`config.mk`:
```
export PLATFORM = sky130hd
export DESIGN_NAME = arcc_top
export DESIGN_NICKNAME = d
export VERILOG_FILES = /design/src/hdl/arcc_top.v
export VERILOG_INCLUDE_DIRS = /design/src /design/src/include
export SDC_FILE = /design/constraint.sdc
export NUM_CORES = 1
export LEC_CHECK = 0
export ABC_AREA = 0
export BUFFER_PORTS_ARGS = -buffer_cell sky130_fd_sc_hd__buf_2
export CORE_ASPECT_RATIO = 0.5
export CORE_MARGIN = 3
export CORE_UTILIZATION = 31
export DETAILED_ROUTE_END_ITERATION = 10
export GPL_TIMING_DRIVEN = 0
export PLACE_DENSITY = 0.55
export SYNTH_ARGS = -nofsm -noshare
export SYNTH_HDL_FRONTEND = slang
export SYNTH_HIERARCHICAL = 1
export SYNTH_SLANG_ARGS = --single-unit
```
`constraint.sdc`:
```
create_clock -name i_clock -period 5.43 [get_ports i_clock]
set_input_delay 0.2715 -clock i_clock [delete_from_list [all_inputs] [get_ports i_clock]]
set_output_delay 0.2715 -clock i_clock [all_outputs]
set_load 0.01 [all_outputs]
```
`src/include/arcc_consts.vh`:
```
// Constants for the converter rate and clock control block.
// Assumes one 40 MHz system clock; serial pins are already synchronous to it.
`ifndef ARCC_CONSTS_VH
`define ARCC_CONSTS_VH

// Clock rates in Hz
`define ARCC_CLK_HZ        40000000
`define ARCC_OSC_FAST_HZ   2457600
`define ARCC_OSC_SLOW_HZ   2048000
`define ARCC_NCO_BITS      24
// Timing source ticks per modulator sample
`define ARCC_FS_DIV        4'hA
// Continuous results dropped after a start
`define ARCC_SETTLE        2'h3

// Command byte layout
`define ARCC_CMD_REG_BIT   7
`define ARCC_CMD_RD_BIT    6
`define ARCC_ADDR_CTRL     2'h0
`define ARCC_ADDR_AUX      2'h1
`define ARCC_ADDR_DATA     2'h2
`define ARCC_CMD_BITS      5'h07
`define ARCC_WR_BITS       5'h0F
`define ARCC_OUT_BITS      5'h10

// First control register fields and reset value
`define ARCC_CTL_EXT       0
`define ARCC_CTL_MAINS     1
`define ARCC_CTL_BUF       2
`define ARCC_CTL_UNI       3
`define ARCC_CTL_SINGLE    4
`define ARCC_CTL_RESET     8'h00

// Modulator samples per result (245760 Hz over rate)
`define ARCC_LEN_CONT_4    18'h01000
`define ARCC_LEN_CONT_5    18'h00800
`define ARCC_LEN_CONT_6    18'h00400
`define ARCC_LEN_CONT_7    18'h00200
`define ARCC_LEN_SNG_0     18'h3C000
`define ARCC_LEN_SNG_1     18'h18000
`define ARCC_LEN_SNG_2     18'h0C000
`define ARCC_LEN_SNG_3     18'h06000
`define ARCC_LEN_SNG_4     18'h04000
`define ARCC_LEN_SNG_5     18'h02000
`define ARCC_LEN_SNG_6     18'h01000
`define ARCC_LEN_SNG_7     18'h00800

`endif

```
`src/hdl/arcc_top.v`:
```
// Converter control: serial access, timing source, rate tables, result FIFO.
// Assumes all inputs are synchronous to i_clock; the analog side supplies
// a finished result word on i_sample_data when a conversion ends.
`timescale 1ns/10ps
`include "arcc_consts.vh"

////////////////////////////////////////////////////////////////////////////////
// Result FIFO
module arcc_fifo #(
   parameter P_WIDTH = 16,
   parameter P_DEPTH = 8,
   parameter P_AW    = 3
) (
   // Clock and reset
   input  wire               i_clock,
   input  wire               i_arst_n,
   // Fill side
   input  wire               i_in_valid,
   input  wire [P_WIDTH-1:0] i_in_data,
   output wire               o_in_ready,
   // Drain side
   output wire               o_out_valid,
   output wire [P_WIDTH-1:0] o_out_data,
   input  wire               i_out_ready
);
   reg [P_WIDTH-1:0] mem [0:P_DEPTH-1]; // Storage, no reset needed
   reg [P_AW-1:0]    wr_q;              // Write pointer
   reg [P_AW-1:0]    rd_q;              // Read pointer
   reg [P_AW:0]      cnt_q;             // Words held
   wire              push;
   wire              pop;

   assign o_in_ready  = (cnt_q != P_DEPTH[P_AW:0]);
   assign o_out_valid = (cnt_q != {(P_AW+1){1'b0}});
   assign o_out_data  = mem[rd_q];
   assign push        = i_in_valid & o_in_ready;
   assign pop         = i_out_ready & o_out_valid;

   // Storage write
   always @(posedge i_clock) begin
      if (push) begin
         mem[wr_q] <= i_in_data;
      end
   end

   // Pointers wrap at the depth so it need not be a power of two
   always @(posedge i_clock or negedge i_arst_n) begin
      if (!i_arst_n) begin
         wr_q  <= {P_AW{1'b0}};
         rd_q  <= {P_AW{1'b0}};
         cnt_q <= {(P_AW+1){1'b0}};
      end else begin
         if (push) begin
            wr_q <= (wr_q == P_DEPTH[P_AW-1:0] - 1'b1) ? {P_AW{1'b0}} : wr_q + 1'b1;
         end
         if (pop) begin
            rd_q <= (rd_q == P_DEPTH[P_AW-1:0] - 1'b1) ? {P_AW{1'b0}} : rd_q + 1'b1;
         end
         if (push & ~pop) begin
            cnt_q <= cnt_q + 1'b1;
         end else if (pop & ~push) begin
            cnt_q <= cnt_q - 1'b1;
         end
      end
   end
endmodule // arcc_fifo

////////////////////////////////////////////////////////////////////////////////
// Top level
module arcc_top #(
   parameter P_LEN_SHIFT = 0, // Shortens conversions for simulation
   parameter P_FIFO_DEPTH = 8
) (
   // Clock and reset
   input  wire        i_clock,
   input  wire        i_arst_n,
   // Serial port
   input  wire        i_cs_n,
   input  wire        i_sclk,
   input  wire        i_din,
   output reg         o_rdy_dout,
   output reg         o_rdy_dout_oe_n,
   // Timing source
   input  wire        i_ext_clk,
   // Analog side
   input  wire [15:0] i_sample_data,
   output reg         o_mod_sample,
   output reg         o_conv_end,
   output reg         o_input_buffer_enable,
   output reg         o_unipolar,
   output reg         o_external_timing_source_sel,
   output reg         o_mains_frequency_select,
   output reg  [2:0]  o_rate_code,
   // Auxiliary pins
   input  wire [3:0]  i_aux_pin,
   output reg  [3:0]  o_aux_pin,
   output reg  [3:0]  o_aux_pin_oe_n
);
   localparam [63:0] L_FAST = (64'd`ARCC_OSC_FAST_HZ << `ARCC_NCO_BITS) / 64'd`ARCC_CLK_HZ;
   localparam [63:0] L_SLOW = (64'd`ARCC_OSC_SLOW_HZ << `ARCC_NCO_BITS) / 64'd`ARCC_CLK_HZ;
   localparam [`ARCC_NCO_BITS-1:0] L_INC_FAST = L_FAST[`ARCC_NCO_BITS-1:0];
   localparam [`ARCC_NCO_BITS-1:0] L_INC_SLOW = L_SLOW[`ARCC_NCO_BITS-1:0];
   localparam [1:0] S_IDLE = 2'h0; // No conversion
   localparam [1:0] S_RUN  = 2'h1; // Counting samples
   localparam [1:0] S_HOLD = 2'h2; // Result waiting for FIFO room

   // Samples per result from mode and rate code
   function [17:0] conv_len;
      input       single;
      input [2:0] code;
      begin
         if (single) begin
            case (code)
               3'h0:    conv_len = `ARCC_LEN_SNG_0;
               3'h1:    conv_len = `ARCC_LEN_SNG_1;
               3'h2:    conv_len = `ARCC_LEN_SNG_2;
               3'h3:    conv_len = `ARCC_LEN_SNG_3;
               3'h4:    conv_len = `ARCC_LEN_SNG_4;
               3'h5:    conv_len = `ARCC_LEN_SNG_5;
               3'h6:    conv_len = `ARCC_LEN_SNG_6;
               default: conv_len = `ARCC_LEN_SNG_7;
            endcase
         end else begin
            case (code)
               3'h5:    conv_len = `ARCC_LEN_CONT_5;
               3'h6:    conv_len = `ARCC_LEN_CONT_6;
               3'h7:    conv_len = `ARCC_LEN_CONT_7;
               default: conv_len = `ARCC_LEN_CONT_4;
            endcase
         end
      end
   endfunction

   reg  [7:0]  ctrl_q;     // First control register
   reg  [3:0]  aux_dir_q;  // 1 = pin driven
   reg  [3:0]  aux_lvl_q;  // Driven level
   reg         sclk_q;     // Previous serial clock
   reg         cs_n_q;     // Previous chip select
   reg         external_timing_source_sel_q;   // Previous external clock
   reg  [4:0]  bit_q;      // Input bits this frame
   reg  [6:0]  sin_q;      // Input shifter
   reg  [7:0]  cmd_q;      // Latched command byte
   reg  [15:0] sout_q;     // Output shifter
   reg  [4:0]  obit_q;     // Output bits left
   reg  [`ARCC_NCO_BITS-1:0] nco_q; // Oscillator phase
   reg  [3:0]  div_q;      // Timing tick to sample divider
   reg  [1:0]  st_q;       // Conversion state
   reg  [17:0] cnt_q;      // Samples into conversion
   reg  [1:0]  settle_q;   // Results discarded so far
   reg         start_q;    // Conversion command pulse
   wire        rise;
   wire        fall;
   wire [7:0]  byte_in;
   wire [`ARCC_NCO_BITS:0] nco_sum;
   wire        sys_tick;
   wire        fs_tick;
   wire [17:0] len;
   wire        f_rdy;
   wire        f_vld;
   wire [15:0] f_data;
   wire        f_push;
   wire        f_pop;

   // Serial clock edges only count inside a frame
   assign rise    = i_sclk & ~sclk_q & ~i_cs_n;
   assign fall    = ~i_sclk & sclk_q & ~i_cs_n;
   assign byte_in = {sin_q, i_din};
   assign f_pop   = rise & (bit_q == `ARCC_CMD_BITS) & byte_in[`ARCC_CMD_REG_BIT]
                    & byte_in[`ARCC_CMD_RD_BIT] & (byte_in[1:0] == `ARCC_ADDR_DATA);

   ////////////////////////////////////////////////////////////////////////////
   // Serial input and register writes
   always @(posedge i_clock or negedge i_arst_n) begin
      if (!i_arst_n) begin
         sclk_q    <= 1'b0;
         cs_n_q    <= 1'b1;
         bit_q     <= 5'h00;
         sin_q     <= 7'h00;
         cmd_q     <= 8'h00;
         ctrl_q    <= `ARCC_CTL_RESET;
         aux_dir_q <= 4'h0;
         aux_lvl_q <= 4'h0;
         start_q   <= 1'b0;
         o_rate_code <= 3'h0; // Rate code of the last conversion command
      end else begin
         sclk_q  <= i_sclk;
         cs_n_q  <= i_cs_n;
         start_q <= 1'b0;
         if (i_cs_n) begin
            bit_q <= 5'h00; // Frame ends, partial bytes dropped
         end else if (rise) begin
            sin_q <= byte_in[6:0];
            if (bit_q != `ARCC_OUT_BITS) begin
               bit_q <= bit_q + 1'b1;
            end
            if (bit_q == `ARCC_CMD_BITS) begin
               cmd_q <= byte_in;
               // Conversion command carries the rate code
               if (!byte_in[`ARCC_CMD_REG_BIT]) begin
                  o_rate_code <= byte_in[2:0];
                  start_q     <= 1'b1;
               end
            end else if (bit_q == `ARCC_WR_BITS && cmd_q[`ARCC_CMD_REG_BIT]
                         && !cmd_q[`ARCC_CMD_RD_BIT]) begin
               case (cmd_q[1:0])
                  `ARCC_ADDR_CTRL: ctrl_q <= byte_in;
                  `ARCC_ADDR_AUX: begin
                     aux_dir_q <= byte_in[3:0];
                     aux_lvl_q <= byte_in[7:4];
                  end
                  default: ;  // Data word is read only
               endcase
            end
         end
      end
   end

   ////////////////////////////////////////////////////////////////////////////
   // Serial output: updates on falling edges, released outside a frame
   always @(posedge i_clock or negedge i_arst_n) begin
      if (!i_arst_n) begin
         o_rdy_dout      <= 1'b1;
         o_rdy_dout_oe_n <= 1'b1;
         sout_q          <= 16'h0000;
         obit_q          <= 5'h00;
      end else if (i_cs_n) begin
         o_rdy_dout_oe_n <= 1'b1;
         obit_q          <= 5'h00;
      end else if (cs_n_q) begin
         o_rdy_dout_oe_n <= 1'b0;
         o_rdy_dout      <= ~f_vld;
      end else if (rise && bit_q == `ARCC_CMD_BITS && byte_in[`ARCC_CMD_REG_BIT]
                   && byte_in[`ARCC_CMD_RD_BIT]) begin
         obit_q <= `ARCC_OUT_BITS;
         case (byte_in[1:0])
            `ARCC_ADDR_CTRL: sout_q <= {8'h00, ctrl_q};
            `ARCC_ADDR_AUX:  sout_q <= {8'h00, i_aux_pin, aux_dir_q};
            `ARCC_ADDR_DATA: sout_q <= f_vld ? f_data : 16'h0000;
            default:         sout_q <= 16'h0000;
         endcase
      end else if (fall) begin
         if (obit_q != 5'h00) begin
            o_rdy_dout <= sout_q[15];
            sout_q     <= {sout_q[14:0], 1'b0};
            obit_q     <= obit_q - 1'b1;
         end else begin
            o_rdy_dout <= ~f_vld;
         end
      end
   end

   ////////////////////////////////////////////////////////////////////////////
   // Timing: internal oscillator or external pin, then divide by ten
   assign nco_sum  = {1'b0, nco_q} + {1'b0, (ctrl_q[`ARCC_CTL_MAINS] ? L_INC_SLOW
                                                                    : L_INC_FAST)};
   assign sys_tick = ctrl_q[`ARCC_CTL_EXT] ? (i_ext_clk & ~external_timing_source_sel_q)
                                           : nco_sum[`ARCC_NCO_BITS];
   assign fs_tick  = sys_tick && (div_q == `ARCC_FS_DIV - 1'b1);
   assign len      = conv_len(ctrl_q[`ARCC_CTL_SINGLE], o_rate_code) >> P_LEN_SHIFT;

   always @(posedge i_clock or negedge i_arst_n) begin
      if (!i_arst_n) begin
         nco_q        <= {`ARCC_NCO_BITS{1'b0}};
         external_timing_source_sel_q     <= 1'b0;
         div_q        <= 4'h0;
         o_mod_sample <= 1'b0;
      end else begin
         nco_q        <= nco_sum[`ARCC_NCO_BITS-1:0];
         external_timing_source_sel_q     <= i_ext_clk;
         o_mod_sample <= fs_tick;
         if (sys_tick) begin
            div_q <= fs_tick ? 4'h0 : div_q + 1'b1;
         end
      end
   end

   ////////////////////////////////////////////////////////////////////////////
   // Conversion sequencer; a full FIFO holds it in S_HOLD
   assign f_push = (st_q == S_HOLD) &&
                   (ctrl_q[`ARCC_CTL_SINGLE] || settle_q == `ARCC_SETTLE);

   always @(posedge i_clock or negedge i_arst_n) begin
      if (!i_arst_n) begin
         st_q       <= S_IDLE;
         cnt_q      <= 18'h00000;
         settle_q   <= 2'h0;
         o_conv_end <= 1'b0;
      end else begin
         o_conv_end <= 1'b0;
         if (start_q) begin
            // A new command restarts settling
            st_q     <= S_RUN;
            cnt_q    <= 18'h00000;
            settle_q <= 2'h0;
         end else begin
            case (st_q)
               S_IDLE: ;
               S_RUN: begin
                  if (fs_tick) begin
                     if (cnt_q >= len - 1'b1) begin
                        st_q       <= S_HOLD;
                        o_conv_end <= 1'b1;
                     end else begin
                        cnt_q <= cnt_q + 1'b1;
                     end
                  end
               end
               S_HOLD: begin
                  if (!f_push) begin
                     // Dropped settling result, keep converting
                     settle_q <= settle_q + 1'b1;
                     st_q     <= S_RUN;
                     cnt_q    <= 18'h00000;
                  end else if (f_rdy) begin
                     st_q  <= ctrl_q[`ARCC_CTL_SINGLE] ? S_IDLE : S_RUN;
                     cnt_q <= 18'h00000;
                  end
               end
               default: st_q <= S_IDLE;
            endcase
         end
      end
   end

   ////////////////////////////////////////////////////////////////////////////
   // Configuration outputs, all from flops
   always @(posedge i_clock or negedge i_arst_n) begin
      if (!i_arst_n) begin
         o_input_buffer_enable        <= 1'b0;
         o_unipolar                   <= 1'b0;
         o_external_timing_source_sel <= 1'b0;
         o_mains_frequency_select     <= 1'b0;
         o_aux_pin                    <= 4'h0;
         o_aux_pin_oe_n               <= 4'hF;
      end else begin
         o_input_buffer_enable        <= ctrl_q[`ARCC_CTL_BUF];
         o_unipolar                   <= ctrl_q[`ARCC_CTL_UNI];
         o_external_timing_source_sel <= ctrl_q[`ARCC_CTL_EXT];
         o_mains_frequency_select     <= ctrl_q[`ARCC_CTL_MAINS];
         o_aux_pin                    <= aux_lvl_q;
         o_aux_pin_oe_n               <= ~aux_dir_q;
      end
   end

   arcc_fifo #(
      .P_WIDTH (16),
      .P_DEPTH (P_FIFO_DEPTH),
      .P_AW    (3)
   ) u_fifo (
      .i_clock     (i_clock),
      .i_arst_n    (i_arst_n),
      .i_in_valid  (f_push),
      .i_in_data   (i_sample_data),
      .o_in_ready  (f_rdy),
      .o_out_valid (f_vld),
      .o_out_data  (f_data),
      .i_out_ready (f_pop)
   );
endmodule // arcc_top

```
==> results of run 1 <==
==> routing by layer <==
metal  track usage, %  up-vias
met1             16.9     3830
met2             21.0      100
met4             3.01        0
met3             2.00       34
met5                0        -
li1                 -     3574
==> layout make-up <==
class                      count  area [sq um]  share of cell area [%]
inverter                      24          90.1                   0.627
tap                          520           651                    4.53
multi-input combinational    552          4610                    32.1
clock inverter                16           213                    1.48
clock buffer                  34           722                    5.03
sequential                   264          7260                    50.5
timing repair buffer          74           574                    4.00
buffer                        40           246                    1.72
==> what timing repair did <==
action,CTS,global route
buffers inserted,0,0
endpoints found under the hold margin,174,0
hold buffers,20,0
setup endpoints to repair,0,0
==> worst max path at each step <==
| stage | start | to | slack, ns | cells past startpoint |
|---|---|---|---|---|
| 4_1_cts | o_rate_code[1] | cnt_q[14] | 1.23 | 13 |
| 3_5_place_dp | o_rate_code[1] | cnt_q[2] | 1.27 | 13 |
| 3_3_place_gp | ctrl_q[4] | u_fifo/mem[0][15] | 0.66 | 5 |
| 6_report | o_rate_code[1] | cnt_q[14] | 1.02 | 13 |
| 5_1_grt | o_rate_code[1] | cnt_q[14] | 0.90 | 13 |
| 2_1_floorplan | bit_q[0] | u_fifo/cnt_q[3] | 2.07 | 11 |
==> Yosys cell counts, drive strengths merged, types with 14 or more instances <==
master  number  area [sq um]
a21oi       45           282
nand2       46           180
mux4        32           807
a22oi       15           113
mux2        52           586
edfxtp     128          3840
a31oi       17           106
o21ai       30           154
ha          37           463
dfrtp      129          3230
inv         24          90.1
nand3       24           125
buf         14           146
clkbuf      26           100
nor3        17          85.1
nor2        60           233
xnor2       17           149
==> where the power goes <==
group          total [mW]  leakage (nW)  internal [mW]  switching [mW]
logic               0.284          2.36          0.134           0.149
clock network        1.97         0.456           1.18           0.785
registers            2.26          2.90           2.19          0.0723
total                4.52          5.72           3.51            1.01
==> registers in the layout, summed over array words and instances, names as in the netlist, 5 cells and up <==
name,cells
sin_q,7
ctrl_q,8
nco_q,24
bit_q,5
u_fifo/mem,128
cnt_q,18
sout_q,16
obit_q,5
==> through the flow <==
step,cells,hold slack (ns)
after floorplan,880,-0.0241
after global placement,1443,0.390
after detailed placement,1454,0.235
after CTS,1524,0.223
after global routing,1524,0.260
final,1524,0.220
==> kinds of logic after synthesis <==
family / Yosys count / share of synthesized area (%)
buf+inv: 64 / 2.76
compound gates: 163 / 9.47
xor+xnor: 30 / 2.16
simple gates: 223 / 9.45
fa+ha+maj: 39 / 4.05
mux: 97 / 12.5
flops: 264 / 59.6
==> worst max-delay path, stage by stage (launching register included) <==
cell	delay [ns]
dfrtp_1	0.37
clkbuf_1	0.31
nor2b_1	0.26
nand3_1	0.13
ha_1	0.27
xor2_1	0.18
ha_1	0.30
a211o_1	0.12
o211ai_1	0.07
a2111oi_0	1.08
nor2_1	0.45
clkbuf_1	0.39
a31oi_1	0.28
a31oi_1	0.06
==> placed cells by master (no fill, tap or decap), types with 15 or more instances in the layout <==
cell type      Yosys  layout
buf_2              2      44
ha_1              37      37
dfrtp_1          129     129
o21ai_0           27      27
a31oi_1           17      17
clkbuf_1          24      29
nor2_1            57      54
inv_1             23      23
clkbuf_16          0      27
buf_6             10      17
nand3_1           23      23
mux4_1            23      23
nand2_1           45      45
a22oi_1           15      15
dlygate4sd3_1      0      20
xnor2_1           17      17
a21oi_2           15      15
mux2_2            52      52
edfxtp_1         128     128
a21oi_1           30      30
==> flow_summary.yaml, run 1 <==
place:
  placed_area_sq_mm: 0.0132
  numPortBuffers: 43
  post-place-ws_ns: 1.27
  gp_congestion: 0.813
  dp_hpwl_mm: 17.9
routing:
  wl_met2_mm: 12.8
  vias: 7538
  avgRoutedWirePerCell_um: 17.2
  dr.max_layer_used: "met4"
  drtAntennaViolNets: 0
  wl_met3_um: 769
  drt-met1-wl_mm: 12.1
  drc: 0
  drtPass1Iterations: 5
  vias_per_cell: 4.95
  drt_wl_total_mm: 26.2
  dr.first_iter.drc_count: 468
floorplanning:
  fp-row-count: 50
  ioPinCount: 45
  start_util_pct: 32.0
  coreArea_sq_mm: 0.0380
  die_w_um: 286
  dieArea_sq_mm: 0.0418
  die_h_um: 146
grt:
  first_global_vias: 7676
  antenna_found_initial: 0
  grt_pass1_wl_mm: 42.0
  grt_max_degree: 94
  grt_overflow_total: 0
  grt_util_all_layers_pct: 12.5
timing:
  drv_slew: 0
  worst_slack_ns: 1.02
  fmax_ghz: 0.227
  relSlewSlack_pct: 11.9
  setup_violations: 0
  min_period_ns: 4.41
  setup_tns_ns: 0
  tightest_slew_ns: 1.29
  rsz0062_at_grt: "no"
  finClkSkew_ns: 0.0161
  finalHoldViolCount: 0
  final.period_utilization_pct: 81.3
yosys:
  synth_edf_count: 128
  synth_cells: 880
  netlist_area_sq_mm: 0.0122
  yosys_warnings: 6
  ys_ff_latch: 264
  yosysSeqAreaShare_pct: 59.6
  synth.avg_cell_area_sq_um: 13.8
  synth_async_sr_flop_share_pct: 51.5
  synthesis.nets: 944
  ys_types: 79
  synth-main-ff-cell: "dfrtp_1"
cells_and_area:
  fin_util_pct: 37.8
  final_layout_size_suffix_gt1_share_pct: 21.8
  syn2layout_area_growth_pct: 18.0
  fill_cells: 3655
  antenna_cells: 0
  nets: 1047
  finalInstanceArea_sq_mm: 0.0144
clock_tree:
  clock-sinks: 264
  clkTransAtPathRegs_ns: 0.07
  clk_latency_ns: 0.55
  numCtsBuffers: 27
  cts_tree: "yes"
  clk_path_buf_depth: 3
  cts_resized: 0
  htree_num_levels: 1
  cts-root-buf: "clkbuf_16"
critical_path:
  end_kind: "flip-flop"
  r2r-start: "o_rate_code[1]"
  reg2reg_depth: 13
  critPathMaxFanout: 10
  rrSetupSlack_ns: 1.02
  rr_endpoint: "cnt_q[14]"
  required_ns: 5.83
  crit_arrival_ns: 4.82
  crit_type: "reg2reg"
  start_kind: "flip-flop"
power:
  power_mw: 4.52
  ir_drop_mv: 0.212
  p_leak_nw: 5.72
  p_per_area_mw_per_mm2: 314
min_path:
  hp-class: "in2async"
job:
  drv_cap: 0
status:
  status: "complete, no violations"
(Power assumes the default switching activity.)
==> inputs of run 2 (changes only) <==
--- a/config.mk
+++ b/config.mk
@@ -6,7 +6,7 @@
 export SDC_FILE = /design/constraint.sdc
 export NUM_CORES = 1
 export LEC_CHECK = 0
-export ABC_AREA = 0
+export ABC_AREA = 1
 export BUFFER_PORTS_ARGS = -buffer_cell sky130_fd_sc_hd__buf_2
 export CORE_ASPECT_RATIO = 0.5
 export CORE_MARGIN = 3
==> constraint.sdc (replaced) <==
create_clock -name i_clock -period 4.1 [get_ports i_clock]
set_input_delay 0.205 -clock i_clock [delete_from_list [all_inputs] [get_ports i_clock]]
set_output_delay 0.205 -clock i_clock [all_outputs]
set_load 0.01 [all_outputs]
==> flow_summary.yaml, run 2 <==
critical_path:
  crit_type: "reg2reg"
  rrSetupSlack_ns: 0.50
  crit_arrival_ns: 4.09
  critPathMaxFanout: 10
  end_kind: "flip-flop"
  critPathTopFamily: "simple AND/OR/NAND/NOR gates"
  cp_slowest_cell: "dfrtp_1"
  crit_path_max_incr_delay_ns: 0.48
  cp_num_buf_inv: 3
  start_kind: "flip-flop"
  required_ns: 4.58
  crit_path_cell_trace: "clkinv_1, nand3_1, ha_1, inv_1, nor2_1, o311ai_1, nor2_1, nand2_1, xor2_1, ha_1, a21oi_1, o21ai_0, a21oi_1, nand3_1, nand2_2, clkbuf_1, nand4_1, nand2_1"
clock_tree:
  clk_path_buf_depth: 3
  cts_tree: "yes"
  post-cts-setup-buffer-count: 0
  numCtsBuffers: 27
  cts-root-buf: "clkbuf_16"
  htree_num_levels: 1
  clock-sinks: 264
  clk_latency_ns: 0.57
  clkTransAtPathRegs_ns: 0.07
timing:
  fmax_ghz: 0.278
  finClkSkew_ns: 0.0314
  worst_slack_ns: 0.497
  rsz0062_at_grt: "no"
  worst_hold_slack_ns: 0.0501
  setup_tns_ns: 0
  drv_slew: 0
  final.period_utilization_pct: 87.9
  tightest_slew_ns: 0.709
  min_period_ns: 3.60
  relSlewSlack_pct: 52.8
  setup_violations: 0
  finalHoldViolCount: 0
routing:
  vias_per_cell: 4.59
  drt_wl_total_mm: 29.5
  drtAntennaViolNets: 0
  vias: 9254
  avgRoutedWirePerCell_um: 14.6
  drtPass1Iterations: 7
  dr.first_iter.drc_count: 661
  drc: 0
grt:
  antenna_found_initial: 0
  first_global_vias: 8528
  grt_pass1_wl_mm: 46.8
  grt_overflow_total: 0
  grt_util_all_layers_pct: 13.5
  grt_max_degree: 90
cells_and_area:
  largest_reg_flops: 128
  fin_cells: 2016
  syn2layout_area_growth_pct: 17.7
  fill_cells: 3940
  multiInputGateArea_sq_mm: 0.00467
  top_register: "u_fifo/mem"
  fin_util_pct: 37.5
  layout_commonest_cell: "nand2_1"
  final_cell_mix: "nand2_1, dfrtp_1, edfxtp_1"
  final_layout_size_suffix_gt1_share_pct: 11.0
  regArea_sq_mm: 0.00726
  antenna_cells: 0
  largestRegisters: "u_fifo/mem (128), nco_q (24), cnt_q (18)"
  nets: 1529
  finalInstanceArea_sq_mm: 0.0148
yosys:
  ys_types: 43
  synth_edf_count: 128
  ys_top_cells_by_area: "edfxtp_1, dfrtp_1, nand2_1"
  synth_async_sr_flop_share_pct: 51.5
  synth_cells: 1364
  synthesis.nets: 1428
  synth_most_common_cell: "nand2_1"
  synthTopCellsByCount: "nand2_1, dfrtp_1, edfxtp_1, nor2_1, inv_1"
  yosys_warnings: 6
  yosysSeqAreaShare_pct: 57.7
  synth.avg_cell_area_sq_um: 9.23
  netlist_area_sq_mm: 0.0126
  ys_ff_latch: 264
  synth-main-ff-cell: "dfrtp_1"
  synth.top_cell.area_share_pct: 30.5
  synth_area_leader_cell: "edfxtp_1"
floorplanning:
  dieArea_sq_mm: 0.0432
  ioPinCount: 45
  fp-row-count: 51
  die_w_um: 291
  coreArea_sq_mm: 0.0394
  start_util_pct: 31.9
  die_h_um: 148
power:
  ir_drop_mv: 0.310
  power_mw: 5.99
  p_per_area_mw_per_mm2: 405
  p_leak_nw: 6.31
status:
  status: "complete, no violations"
min_path:
  hp-class: "in2reg"
place:
  post-place-ws_ns: 0.477
  gp_congestion: 0.812
  dp_hpwl_mm: 20.3
  place_inst: 1946
  placed_area_sq_mm: 0.0137
  numPortBuffers: 43
job:
  drv_cap: 0
## run 2: area by class of cell
| class | instances | area share (%) |
|---|---|---|
| plain buffers | 39 | 1.54 |
| multi-input cells | 942 | 31.6 |
| clock buffers | 32 | 4.89 |
| well taps | 530 | 4.48 |
| flip-flops and latches | 264 | 49.0 |
| clock inverters | 18 | 1.49 |
| inverters | 119 | 3.02 |
| repair buffers | 72 | 4.01 |
## run 2: kinds of logic after synthesis
family	count (synthesis)	synth area share [%]
buf+inv	158	5.36
fa+ha+maj	38	3.84
flops	264	57.7
compound gates	214	8.88
simple gates	656	21.9
xor+xnor	34	2.37
## run 2: path summary, 6_finish.rpt
check / depth (start not counted) / end / from
min in group asynchronous: 2 / cnt_q[7] / i_arst_n
max: 18 / cnt_q[14] / ctrl_q[4]
max in group asynchronous: 3 / o_rdy_dout_oe_n / i_arst_n
min reg2reg: 0 / o_aux_pin[2] / aux_lvl_q[2]
min: 5 / sout_q[6] / i_aux_pin[2]
max reg2reg: 18 / cnt_q[14] / ctrl_q[4]
## run 2: worst min-delay path, delay by kind of cell
kind / cells / cell delay, ns
buf+inv: 1 / 0.12
compound gates: 1 / 0.07
simple gates: 3 / 0.20
## run 2: metal layers
metal / GRT usage [%] / vias to the layer above / share of wire [%]
met4: 2.63 / 0 / 1.5
met1: 19.0 / 4311 / 49
met5: 0 / - / 0
li1: - / 4749 / -
met3: 2.30 / 33 / 4.0
met2: 22.1 / 161 / 46
## run 2: power breakdown
group          internal [mW]  switching, mW
registers               2.92         0.0875
clock network           1.53           1.09
logic                  0.143          0.222
## run 2: timing repair
action,CTS,global route
hold buffers,20,0
hold endpoints to repair,179,0
resized for setup,0,0
